--- src/verilog/mcgw_pkg.sv ---
package mcgw_pkg;
    // register port addresses (model-specific register numbers, chosen locally)
    localparam logic [1:0] ADDR_CAPABILITIES = 2'h0;
    localparam logic [1:0] ADDR_GLOBAL_STATUS = 2'h1;
    localparam logic [1:0] ADDR_GLOBAL_CONTROL = 2'h2;
    localparam logic [1:0] ADDR_WATCHDOG = 2'h3;

    // capabilities fields
    localparam int BANK_COUNT_MSB = 7;
    localparam int CONTROL_PRESENT_BIT = 8;

    // global status fields
    localparam int RESTART_VALID_BIT = 0;
    localparam int ERROR_VALID_BIT = 1;
    localparam int IN_PROGRESS_BIT = 2;

    // watchdog control fields
    localparam int WD_ENABLE_BIT = 0;
    localparam int WD_BASE_LSB = 1;
    localparam int WD_BASE_MSB = 2;
    localparam int WD_SELECT_LSB = 3;
    localparam int WD_SELECT_MSB = 6;
    localparam int WD_CTRL_WIDTH = 7;
    localparam logic [1:0] BASE_MILLI = 2'h0;
    localparam logic [1:0] BASE_MICRO = 2'h1;

    // time base in cycles at 25 MHz
    localparam int CLOCK_HZ = 25000000;
    localparam int MICRO_PER_SEC = 1000000;
    localparam int MILLI_PER_SEC = 1000;
    localparam int MICRO_CYCLES = CLOCK_HZ / MICRO_PER_SEC;
    localparam int MILLI_CYCLES = CLOCK_HZ / MILLI_PER_SEC;
    localparam int PRESCALE_WIDTH = 15;
    localparam int UNIT_WIDTH = 14;
    localparam logic [PRESCALE_WIDTH-1:0] MILLI_TICK_MAX = PRESCALE_WIDTH'(MILLI_CYCLES - 1);
    localparam logic [PRESCALE_WIDTH-1:0] MICRO_TICK_MAX = PRESCALE_WIDTH'(MICRO_CYCLES - 1);
    localparam logic [PRESCALE_WIDTH-1:0] PRESCALE_STEP = 15'h1;
    localparam logic [UNIT_WIDTH-1:0] UNIT_STEP = 14'h1;

    // period in time-base units for each count-select code
    localparam logic [UNIT_WIDTH-1:0] COUNT_SEL0 = 14'hfff;
    localparam logic [UNIT_WIDTH-1:0] COUNT_SEL1 = 14'h7ff;
    localparam logic [UNIT_WIDTH-1:0] COUNT_SEL2 = 14'h3ff;
    localparam logic [UNIT_WIDTH-1:0] COUNT_SEL3 = 14'h1ff;
    localparam logic [UNIT_WIDTH-1:0] COUNT_SEL4 = 14'hff;
    localparam logic [UNIT_WIDTH-1:0] COUNT_SEL5 = 14'h7f;
    localparam logic [UNIT_WIDTH-1:0] COUNT_SEL6 = 14'h3f;
    localparam logic [UNIT_WIDTH-1:0] COUNT_SEL7 = 14'h1f;
    localparam logic [UNIT_WIDTH-1:0] COUNT_SEL8 = 14'h1fff;
    localparam logic [UNIT_WIDTH-1:0] COUNT_SEL9 = 14'h3fff;

    // register field widths
    localparam int STATUS_WIDTH = 3;
    localparam int BANK_WIDTH = 8;

    localparam logic [63:0] RESET_ZERO = 64'h0;
endpackage

--- src/verilog/mcgw_top.sv ---
`timescale 1ns/1ns
`default_nettype none
// Operation
// - capabilities low byte reports bank count
// - presence bit shows global control exists
// - restart-valid set only when restart reliable
// - error-pointer-valid set when instruction caused error
// - in-progress set on every machine check
// - second check while in progress: shutdown
// - global control enables banks; ones enable all implemented banks
// - some sources may log while disabled
// - watchdog raises check on missed completion
// - count restarts on each instruction completion
// - counter holds during halt or stop-grant
// - enable bit gates counting and signalling
// - time base: 00b millisecond, 01b microsecond
// - period equals count-select value times base
// - count-select table gives period values
// - registers reached by model register instructions
module mcgw_top #(
    parameter logic [7:0] BANK_COUNT = 8'h04,
    parameter logic CONTROL_PRESENT = 1'b1
) (
    // clock and reset
    input wire logic i_core_clk,
    input wire logic i_rst_n,
    // model register read/write port
    input wire logic i_reg_read,
    input wire logic i_reg_write,
    input wire logic [1:0] i_reg_addr,
    input wire logic [63:0] i_reg_wdata,
    output logic [63:0] o_reg_rdata,
    // core events
    input wire logic i_instr_done,
    input wire logic i_halted,
    input wire logic i_stop_grant,
    input wire logic i_bank_error,
    input wire logic i_error_restartable,
    input wire logic i_error_at_pointer,
    // machine check outputs
    output logic o_machine_check,
    output logic o_shutdown,
    output logic o_watchdog_expired,
    output logic [7:0] o_bank_enable
);
    // configuration registers
    logic [mcgw_pkg::STATUS_WIDTH-1:0] status_q;
    logic [mcgw_pkg::STATUS_WIDTH-1:0] status_d;
    logic [mcgw_pkg::BANK_WIDTH-1:0] bank_en_q;
    logic [mcgw_pkg::BANK_WIDTH-1:0] bank_en_d;
    logic [mcgw_pkg::WD_CTRL_WIDTH-1:0] wd_ctrl_q;
    logic [mcgw_pkg::WD_CTRL_WIDTH-1:0] wd_ctrl_d;

    // watchdog counter
    logic [mcgw_pkg::PRESCALE_WIDTH-1:0] pre_q;
    logic [mcgw_pkg::PRESCALE_WIDTH-1:0] pre_d;
    logic [mcgw_pkg::UNIT_WIDTH-1:0] unit_q;
    logic [mcgw_pkg::UNIT_WIDTH-1:0] unit_d;

    // machine-check state
    logic mc_q;
    logic mc_d;
    logic shut_q;
    logic shut_d;
    logic wdx_q;
    logic wdx_d;

    // read data
    logic [63:0] rdata_q;
    logic [63:0] rdata_d;

    // decoded controls
    logic [1:0] base;
    logic [3:0] sel;
    logic [mcgw_pkg::UNIT_WIDTH-1:0] limit;
    logic [mcgw_pkg::PRESCALE_WIDTH-1:0] tick_max;
    logic sel_legal;
    logic base_legal;
    logic running;
    logic tick;
    logic last_unit;
    logic core_active;
    logic expire;
    logic bank_error_seen;
    logic check_event;
    logic in_progress;
    logic accept_event;
    logic [mcgw_pkg::BANK_WIDTH-1:0] bank_mask;
    logic [mcgw_pkg::BANK_WIDTH-1:0] bank_wr;
    logic [mcgw_pkg::STATUS_WIDTH-1:0] status_sw;

    assign base = wd_ctrl_q[mcgw_pkg::WD_BASE_MSB:mcgw_pkg::WD_BASE_LSB];
    assign sel = wd_ctrl_q[mcgw_pkg::WD_SELECT_MSB:mcgw_pkg::WD_SELECT_LSB];

    // banks above the implemented count never enable, whatever software
    // writes, so an all-ones write enables exactly the implemented banks
    for (genvar i = 0; i < mcgw_pkg::BANK_WIDTH; i++) begin : g_bank_mask
        assign bank_mask[i] = (i < int'(BANK_COUNT));
    end

    // count-select decode; codes above nine have no period, so the
    // watchdog stays idle rather than guess one
    always_comb begin
        sel_legal = 1'b1;
        unique case (sel)
            4'h0: limit = mcgw_pkg::COUNT_SEL0;
            4'h1: limit = mcgw_pkg::COUNT_SEL1;
            4'h2: limit = mcgw_pkg::COUNT_SEL2;
            4'h3: limit = mcgw_pkg::COUNT_SEL3;
            4'h4: limit = mcgw_pkg::COUNT_SEL4;
            4'h5: limit = mcgw_pkg::COUNT_SEL5;
            4'h6: limit = mcgw_pkg::COUNT_SEL6;
            4'h7: limit = mcgw_pkg::COUNT_SEL7;
            4'h8: limit = mcgw_pkg::COUNT_SEL8;
            4'h9: limit = mcgw_pkg::COUNT_SEL9;
            default: begin
                limit = '0;
                sel_legal = 1'b0;
            end
        endcase
    end

    // time-base decode; reserved codes have no unit and keep the
    // watchdog idle
    always_comb begin
        base_legal = 1'b1;
        unique case (base)
            mcgw_pkg::BASE_MILLI: tick_max = mcgw_pkg::MILLI_TICK_MAX;
            mcgw_pkg::BASE_MICRO: tick_max = mcgw_pkg::MICRO_TICK_MAX;
            default: begin
                tick_max = '0;
                base_legal = 1'b0;
            end
        endcase
    end

    assign running = wd_ctrl_q[mcgw_pkg::WD_ENABLE_BIT] && sel_legal && base_legal;
    assign tick = (pre_q == tick_max);
    assign last_unit = (unit_q == limit - mcgw_pkg::UNIT_STEP);

    // halt and stop-grant freeze the count, a completion restarts it
    assign core_active = !i_instr_done && !i_halted && !i_stop_grant;
    assign expire = running && core_active && tick && last_unit;

    // watchdog counter; one prescaler serves both bases, and a completion
    // discards the partial unit so every period is whole units
    always_comb begin
        pre_d = pre_q;
        unit_d = unit_q;
        if (!running) begin
            pre_d = '0;
            unit_d = '0;
        end else if (i_instr_done || expire) begin
            pre_d = '0;
            unit_d = '0;
        end else if (i_halted || i_stop_grant) begin
            pre_d = pre_q;
            unit_d = unit_q;
        end else if (tick) begin
            pre_d = '0;
            unit_d = unit_q + mcgw_pkg::UNIT_STEP;
        end else begin
            pre_d = pre_q + mcgw_pkg::PRESCALE_STEP;
        end
    end

    always_ff @(posedge i_core_clk) begin
        if (!i_rst_n) begin
            pre_q <= '0;
            unit_q <= '0;
        end else begin
            pre_q <= pre_d;
            unit_q <= unit_d;
        end
    end

    // global control write: only implemented banks take the value
    assign bank_wr = i_reg_wdata[mcgw_pkg::BANK_WIDTH-1:0] & bank_mask;
    assign status_sw = i_reg_wdata[mcgw_pkg::STATUS_WIDTH-1:0];

    // a bank error reports only when any global bank enable is set; logging in the
    // banks themselves may go on regardless and is outside this block
    assign bank_error_seen = i_bank_error && |bank_en_q;
    assign check_event = expire || bank_error_seen;
    assign in_progress = status_q[mcgw_pkg::IN_PROGRESS_BIT];
    assign accept_event = check_event && !shut_q;

    // software writes to the configuration registers
    always_comb begin
        bank_en_d = bank_en_q;
        wd_ctrl_d = wd_ctrl_q;
        status_d = status_q;
        if (i_reg_write) begin
            unique case (i_reg_addr)
                mcgw_pkg::ADDR_CAPABILITIES: begin
                    // write ignored, the register is fixed
                end
                mcgw_pkg::ADDR_GLOBAL_STATUS: begin
                    status_d = status_sw;
                end
                mcgw_pkg::ADDR_GLOBAL_CONTROL: begin
                    // without the global control register the enables stay at reset
                    if (CONTROL_PRESENT) begin
                        bank_en_d = bank_wr;
                    end
                end
                mcgw_pkg::ADDR_WATCHDOG: begin
                    wd_ctrl_d = i_reg_wdata[mcgw_pkg::WD_CTRL_WIDTH-1:0];
                end
            endcase
        end
        // hardware set beats a same-cycle software clear
        if (accept_event && !in_progress) begin
            status_d[mcgw_pkg::IN_PROGRESS_BIT] = 1'b1;
            // a watchdog expiry means the pointer is not at a completed
            // instruction, so neither pointer flag is claimed
            status_d[mcgw_pkg::RESTART_VALID_BIT] = !expire && i_error_restartable;
            status_d[mcgw_pkg::ERROR_VALID_BIT] = !expire && i_error_at_pointer;
        end
    end

    always_ff @(posedge i_core_clk) begin
        if (!i_rst_n) begin
            status_q <= '0;
            bank_en_q <= '0;
            wd_ctrl_q <= '0;
        end else begin
            status_q <= status_d;
            bank_en_q <= bank_en_d;
            wd_ctrl_q <= wd_ctrl_d;
        end
    end

    // machine-check signalling; shutdown is sticky until reset
    always_comb begin
        mc_d = 1'b0;
        shut_d = shut_q;
        wdx_d = expire;
        if (accept_event) begin
            // a second event while one is in progress cannot be reported,
            // so the core is told to stop instead
            if (in_progress) begin
                shut_d = 1'b1;
            end else begin
                mc_d = 1'b1;
            end
        end
    end

    always_ff @(posedge i_core_clk) begin
        if (!i_rst_n) begin
            mc_q <= 1'b0;
            shut_q <= 1'b0;
            wdx_q <= 1'b0;
        end else begin
            mc_q <= mc_d;
            shut_q <= shut_d;
            wdx_q <= wdx_d;
        end
    end

    // read data is registered and stands until the next read; reserved
    // and unused bits read as zero
    always_comb begin
        rdata_d = rdata_q;
        if (i_reg_read) begin
            rdata_d = mcgw_pkg::RESET_ZERO;
            unique case (i_reg_addr)
                mcgw_pkg::ADDR_CAPABILITIES: begin
                    rdata_d[mcgw_pkg::BANK_COUNT_MSB:0] = BANK_COUNT;
                    rdata_d[mcgw_pkg::CONTROL_PRESENT_BIT] = CONTROL_PRESENT;
                end
                mcgw_pkg::ADDR_GLOBAL_STATUS: begin
                    rdata_d[mcgw_pkg::STATUS_WIDTH-1:0] = status_q;
                end
                mcgw_pkg::ADDR_GLOBAL_CONTROL: begin
                    rdata_d[mcgw_pkg::BANK_WIDTH-1:0] = bank_en_q;
                end
                mcgw_pkg::ADDR_WATCHDOG: begin
                    rdata_d[mcgw_pkg::WD_CTRL_WIDTH-1:0] = wd_ctrl_q;
                end
            endcase
        end
    end

    always_ff @(posedge i_core_clk) begin
        if (!i_rst_n) begin
            rdata_q <= mcgw_pkg::RESET_ZERO;
        end else begin
            rdata_q <= rdata_d;
        end
    end

    // every output comes straight from a flip-flop
    assign o_reg_rdata = rdata_q;
    assign o_machine_check = mc_q;
    assign o_shutdown = shut_q;
    assign o_watchdog_expired = wdx_q;
    assign o_bank_enable = bank_en_q;
endmodule
`default_nettype wire

--- config.mk ---
export PLATFORM = sky130hd
export DESIGN_NAME = mcgw_top
export DESIGN_NICKNAME = d
export VERILOG_FILES = /design/src/verilog/mcgw_pkg.sv /design/src/verilog/mcgw_top.sv
export SDC_FILE = /design/constraint.sdc
export NUM_CORES = 1
export LEC_CHECK = 0
export ABC_AREA = 1
export BUFFER_PORTS_ARGS = -buffer_cell sky130_fd_sc_hd__buf_2
export CAP_MARGIN = 20
export CELL_PAD_IN_SITES_DETAIL_PLACEMENT = 1
export CELL_PAD_IN_SITES_GLOBAL_PLACEMENT = 2
export CORE_ASPECT_RATIO = 1.2
export CORE_MARGIN = 2
export CORE_UTILIZATION = 27
export DETAILED_ROUTE_END_ITERATION = 8
export PLACE_DENSITY_LB_ADDON = 0.12
export SYNTH_ARGS = -nofsm -noshare
export SYNTH_HDL_FRONTEND = slang
export SYNTH_SLANG_ARGS = --single-unit
--- constraint.sdc ---
create_clock -name i_core_clk -period 3.3 [get_ports i_core_clk]
set_input_delay 0.165 -clock i_core_clk [delete_from_list [all_inputs] [get_ports i_core_clk]]
set_output_delay 0.165 -clock i_core_clk [all_outputs]
set_load 0.02 [all_outputs]
Yosys cells after proc, flatten, opt, wreduce, memory -nomap -nowiden:

Cells that the tools add are included.

* output and inout port bits: 75
* flip-flop bits (word level): 54

* add/sub/neg operators: 3
* eq/ne operators: 15
* bitwise logic cells: 3
* multiplexer cells: 12
* reduce and logical (&&, ||, !) cells: 36

Operators with widths (count)
* $pmux 14 s10: 1
* $pmux 15 s2: 1
* $eq 4x3->1 const B: 4
* $add 15x1->15 const B: 1
* $eq 15x15->1: 1
* $mux 15: 1
* $add 14x1->14 const B: 1
* $eq 14x14->1: 1
* $sub 14x1->14 const B: 1
* $logic_and 1x1->1: 12
* $pmux 3 s4: 1
* $reduce_and 2->1: 6
* $reduce_or 10->1: 1
* $mux 3: 3
* $eq 4x2->1 const B: 2
* $eq 4x4->1 const B: 2
* $pmux 4 s2: 1
* $logic_not 1->1: 6
* $eq 2x1->1 const B: 2
* $eq 2x2->1 const B: 2
* $eq 4x1->1 const B: 1
* $logic_not 2->1: 2
* $logic_not 4->1: 1
* $mux 1: 4
* 6 further kinds: 11

Logic depth before layout (Yosys ltp):

* depth in word-level cells: 13
* mapped depth: 15

Worst setup path after synthesis:

Ideal clock, no wire load.

* path kind: register to register
* start point: register unit_q[0] (netlist name)
* end point: register unit_q[12] (netlist name)
* slack: 1.678 ns
* cell stages (with the launch flop): 9
* library setup time: 0.118 ns
* arrival: 1.505 ns
* path through: dfxtp_1 -> ha_1 -> inv_1 -> nor4_1 -> nand2_2 -> nor3_4 -> nand2_1 -> nor2_1 -> nor3_2

* cells in the longest elaborated chain, start to end: 4

Ends and longest elaborated chain
* from (decl): RTL line mcgw_top.sv:57 `logic [mcgw_pkg::UNIT_WIDTH-1:0] unit_q;`
* from (signal assigned): RTL line mcgw_top.sv:173 `unit_q <= unit_d;`
* branches (longest 4 deep; another with $add 14x1->14)

Several ways; the timed one is not identified.
A chain may end at the register's enable or synchronous reset.

Worst setup path in the final report:

* start point: register wd_ctrl_q[6] (netlist name)
* end point: register status_q[0] (netlist name)

* cells in the longest elaborated chain, start to end: 13

Ends and longest elaborated chain
* from (decl): RTL line mcgw_top.sv:51 `logic [mcgw_pkg::WD_CTRL_WIDTH-1:0] wd_ctrl_q;`
* from (signal assigned): RTL line mcgw_top.sv:230 `wd_ctrl_q <= wd_ctrl_d;`
* branches (longest 7 deep; another with $sub 14x1->14)
* $logic_and 1x1->1 *: RTL line mcgw_top.sv:143 `assign expire = running && core_active && tick && last_unit;`
* $logic_or 1x1->1: RTL line mcgw_top.sv:184 `assign check_event = expire || bank_error_seen;`
* $logic_and 1x1->1: RTL line mcgw_top.sv:186 `assign accept_event = check_event && !shut_q;`
* $logic_and 1x1->1: RTL line mcgw_top.sv:213 `if (accept_event && !in_progress) begin`
* $reduce_bool 2->1 (no line)
* $reduce_and 2->1 (no line)
* to (signal assigned): RTL line mcgw_top.sv:228 `status_q <= status_d;`
* to (decl): RTL line mcgw_top.sv:47 `logic [mcgw_pkg::STATUS_WIDTH-1:0] status_q;`

Mark *: on every way between the ends.

==> run_results.csv <==
group,metric,value,unit
floorplanning,die_w,109,µm
route,ant_nets,0,
sta,final_hold_viol_count,0,
synthesis,synth_area_leaders,"dfxtp_1 30%, buf_4 13%, nand2_1 11%",
synthesis,yosys_register_bits,54,
route,wire_per_inst,12.9,µm
pwr,vdd_drop_max,0.189,mV
pwr,power,0.00151,W
layout,nNetsFinal,633,
synthesis,avgSynthCellArea,6.82,µm²
pwr,clock_power_share,41.0,%
floorplanning,fp.dieH,130,µm
clocking,cts.sinks,54,
clocking,cts_resized,0,
synthesis,synth_cells,522,
sta,fin_crit,2.03,ns
placement,port_buffers,33,
synthesis,ys_seq_area_share,30.3,%
floorplanning,rows,45,
layout,diodes,0,
layout,area_delta_synth_final,7.87,%
route,num_vias,3133,
clocking,root_buffer,"clkbuf_16",
setup_path,crit_path_end_kind,"flip-flop",
min_path,min_path_type,"in -> reg",
clocking,insertion_delay,0.30,ns
sta,fin_crit_sh,61.6,%
grt,grt-ovfl-total,0,
sta,fmax,0.492,GHz
sta,setup_tns,0,ns
outcome,status,"complete, no violations",
floorplanning,start_util,27.9,%
clocking,cts_tree,"done",
setup_path,required,3.49,ns
placement,hpwl,7540,µm
clocking,clock_path_buffers,2,
synthesis,yosys_warnings,0,
flow_run,maxCapViolations,0,
pwr,pwr-share-seq,45.0,%
sta,max_slew_margin,60.5,%
clocking,numCtsBuffers,5,
clocking,cts_hold_buffers,0,
grt,grt_pass1_vias,3136,
setup_path,cp.arrival,2.22,ns
route,drc,0,
layout,layout-drive-gt1-share,13.3,%
clocking,cts_setup_buffers,0,
synthesis,synth_area,3560,µm²
route,vias_per_cell,4.35,
setup_path,crit_fanout,10,
pwr,powerDensity,394,nW/µm²
sta,fin_skew,0.00635,ns
grt,antenna_found_initial,0,
floorplanning,die_area,14100,µm²
route,routed_wl,9290,µm
sta,slew_viol_final,0,
pwr,switchingPower,0.000436,W
synthesis,synth.distinct_cells,40,
setup_path,critPathLaunchType,"flip-flop",
clocking,clk_pin_slew,0.07,ns
floorplanning,pin_count,151,
synthesis,synth.top_cell.area_share,30.3,%
layout,most-common-layout-cells,"107 x nand2_1, 61 x inv_1, 60 x conb_1",
layout,stdcell_area,3840,µm²
sta,hold_ws,0.162,ns
layout,fin_util,30.1,%
grt,grt_pass1_wl,15300,µm
route,drt_iter0_markers,91,
layout,final_common_cell,"nand2_1",
placement,placed_cell_area,3670,µm²
grt,grt_usage,13.7,%
pwr,p_comb_share,14.1,%
sta,setup_viol,0,
sta,worstMarginPinSlew,0.578,ns
placement,place_congestion,0.751,
setup_path,criticalPathCategory,"reg -> reg",
pwr,internal-power,0.00108,W
sta,rsz0062_at_grt,"false",
route,drt_pass1_iterations,4,
pwr,switching_share,28.8,%
clocking,htreeDepth,2,
pwr,power.leakage,1.66,nW
synthesis,synth_top_cell_by_area,"dfxtp_1",
floorplanning,core_area,12800,µm²
grt,grt_max_degree,21,
[final timing paths]
kind | startpoint | end | slack [ns] | depth (start not counted)
setup reg to reg | wd_ctrl_q[6] | status_q[0] | 1.27 | 13
hold reg to reg | unit_q[4] | unit_q[4] | 0.46 | 2
hold / removal | i_reg_wdata[5] | wd_ctrl_q[5] | 0.16 | 3
setup / recovery | wd_ctrl_q[6] | status_q[0] | 1.27 | 13
[power groups by stage]
stage          clock [W]  combinational [W]  sequential (W)
2_1_floorplan          0           0.000212        0.000702
3_3_place_gp           0           0.000213        0.000695
3_5_place_dp           0           0.000214        0.000696
4_1_cts         0.000653           0.000215        0.000680
5_1_grt         0.000678           0.000241        0.000682
6_report        0.000620           0.000213        0.000680
[worst max-delay path, stage by stage (launching register included)]
cell and delay [ns]:
dfxtp_1 0.61, inv_2 0.15, nand4_1 0.13, nand2_1 0.07, a21oi_1 0.12, nand2_1 0.06, nor2_1 0.25, nand2_4 0.12
nand2_4 0.08, nand2_4 0.06, nand2_1 0.07, nand2_1 0.05, nor2_1 0.10, nor2_1 0.04
[synth_stat cells (all sizes together)]
library cell	instances
a2111oi	1
a211oi	3
nor2	62
conb	1
a41oi	2
xor2	13
o21a	1
o22ai	2
nor3	15
o21ai	26
o211ai	3
o221ai	1
nor4	4
nand4	13
a31oi	2
a21oi	32
inv	68
dfxtp	54
nor3b	2
clkbuf	4
ha	2
buf	62
nand3	32
nand2	115
or2	2
[kinds of logic after synthesis]
| family | share of synthesized area, % |
|---|---|
| simple gates | 33.5 |
| buf+inv | 20.7 |
| compound gates | 11.4 |
| flops | 30.3 |
| xor+xnor | 3.20 |
| fa+ha+maj | 0.702 |
| other cells | 0.105 |
[layer usage]
metal / vias up / GRT usage (%) / part of all wire [%]
met2: 50 / 24.5 / 51
met3: 7 / 1.85 / 3.1
met4: 0 / 3.85 / 1.2
met5: - / 0 / 0
li1: 1626 / - / -
met1: 1450 / 17.1 / 45
[layout make-up]
cell class                      count  area (µm²)
Sequential cell                    54        1080
Clock inverter                      3        43.8
Inverter                           68         258
Multi-Input combinational cell    393        1960
Clock buffer                        5         125
Tap cell                          164         205
Timing Repair Buffer               33         165
Fill cell                        1644        8940
[state kept, by name (all words and copies together), names as in the netlist]
signal and count:
o_bank_enable 4, o_machine_check 1, wd_ctrl_q 7, status_q 3
unit_q 14, o_reg_rdata 8, o_watchdog_expired 1, o_shutdown 1
pre_q 15
[per-stage QoR]
stage | instances | setup slack, ns
after floorplan | 581 | 1.68
after detailed placement | 712 | 1.17
after global routing | 720 | 0.959
final | 720 | 1.27
after global placement | 712 | 1.16
after CTS | 720 | 1.17
(Power assumes the default switching activity.)
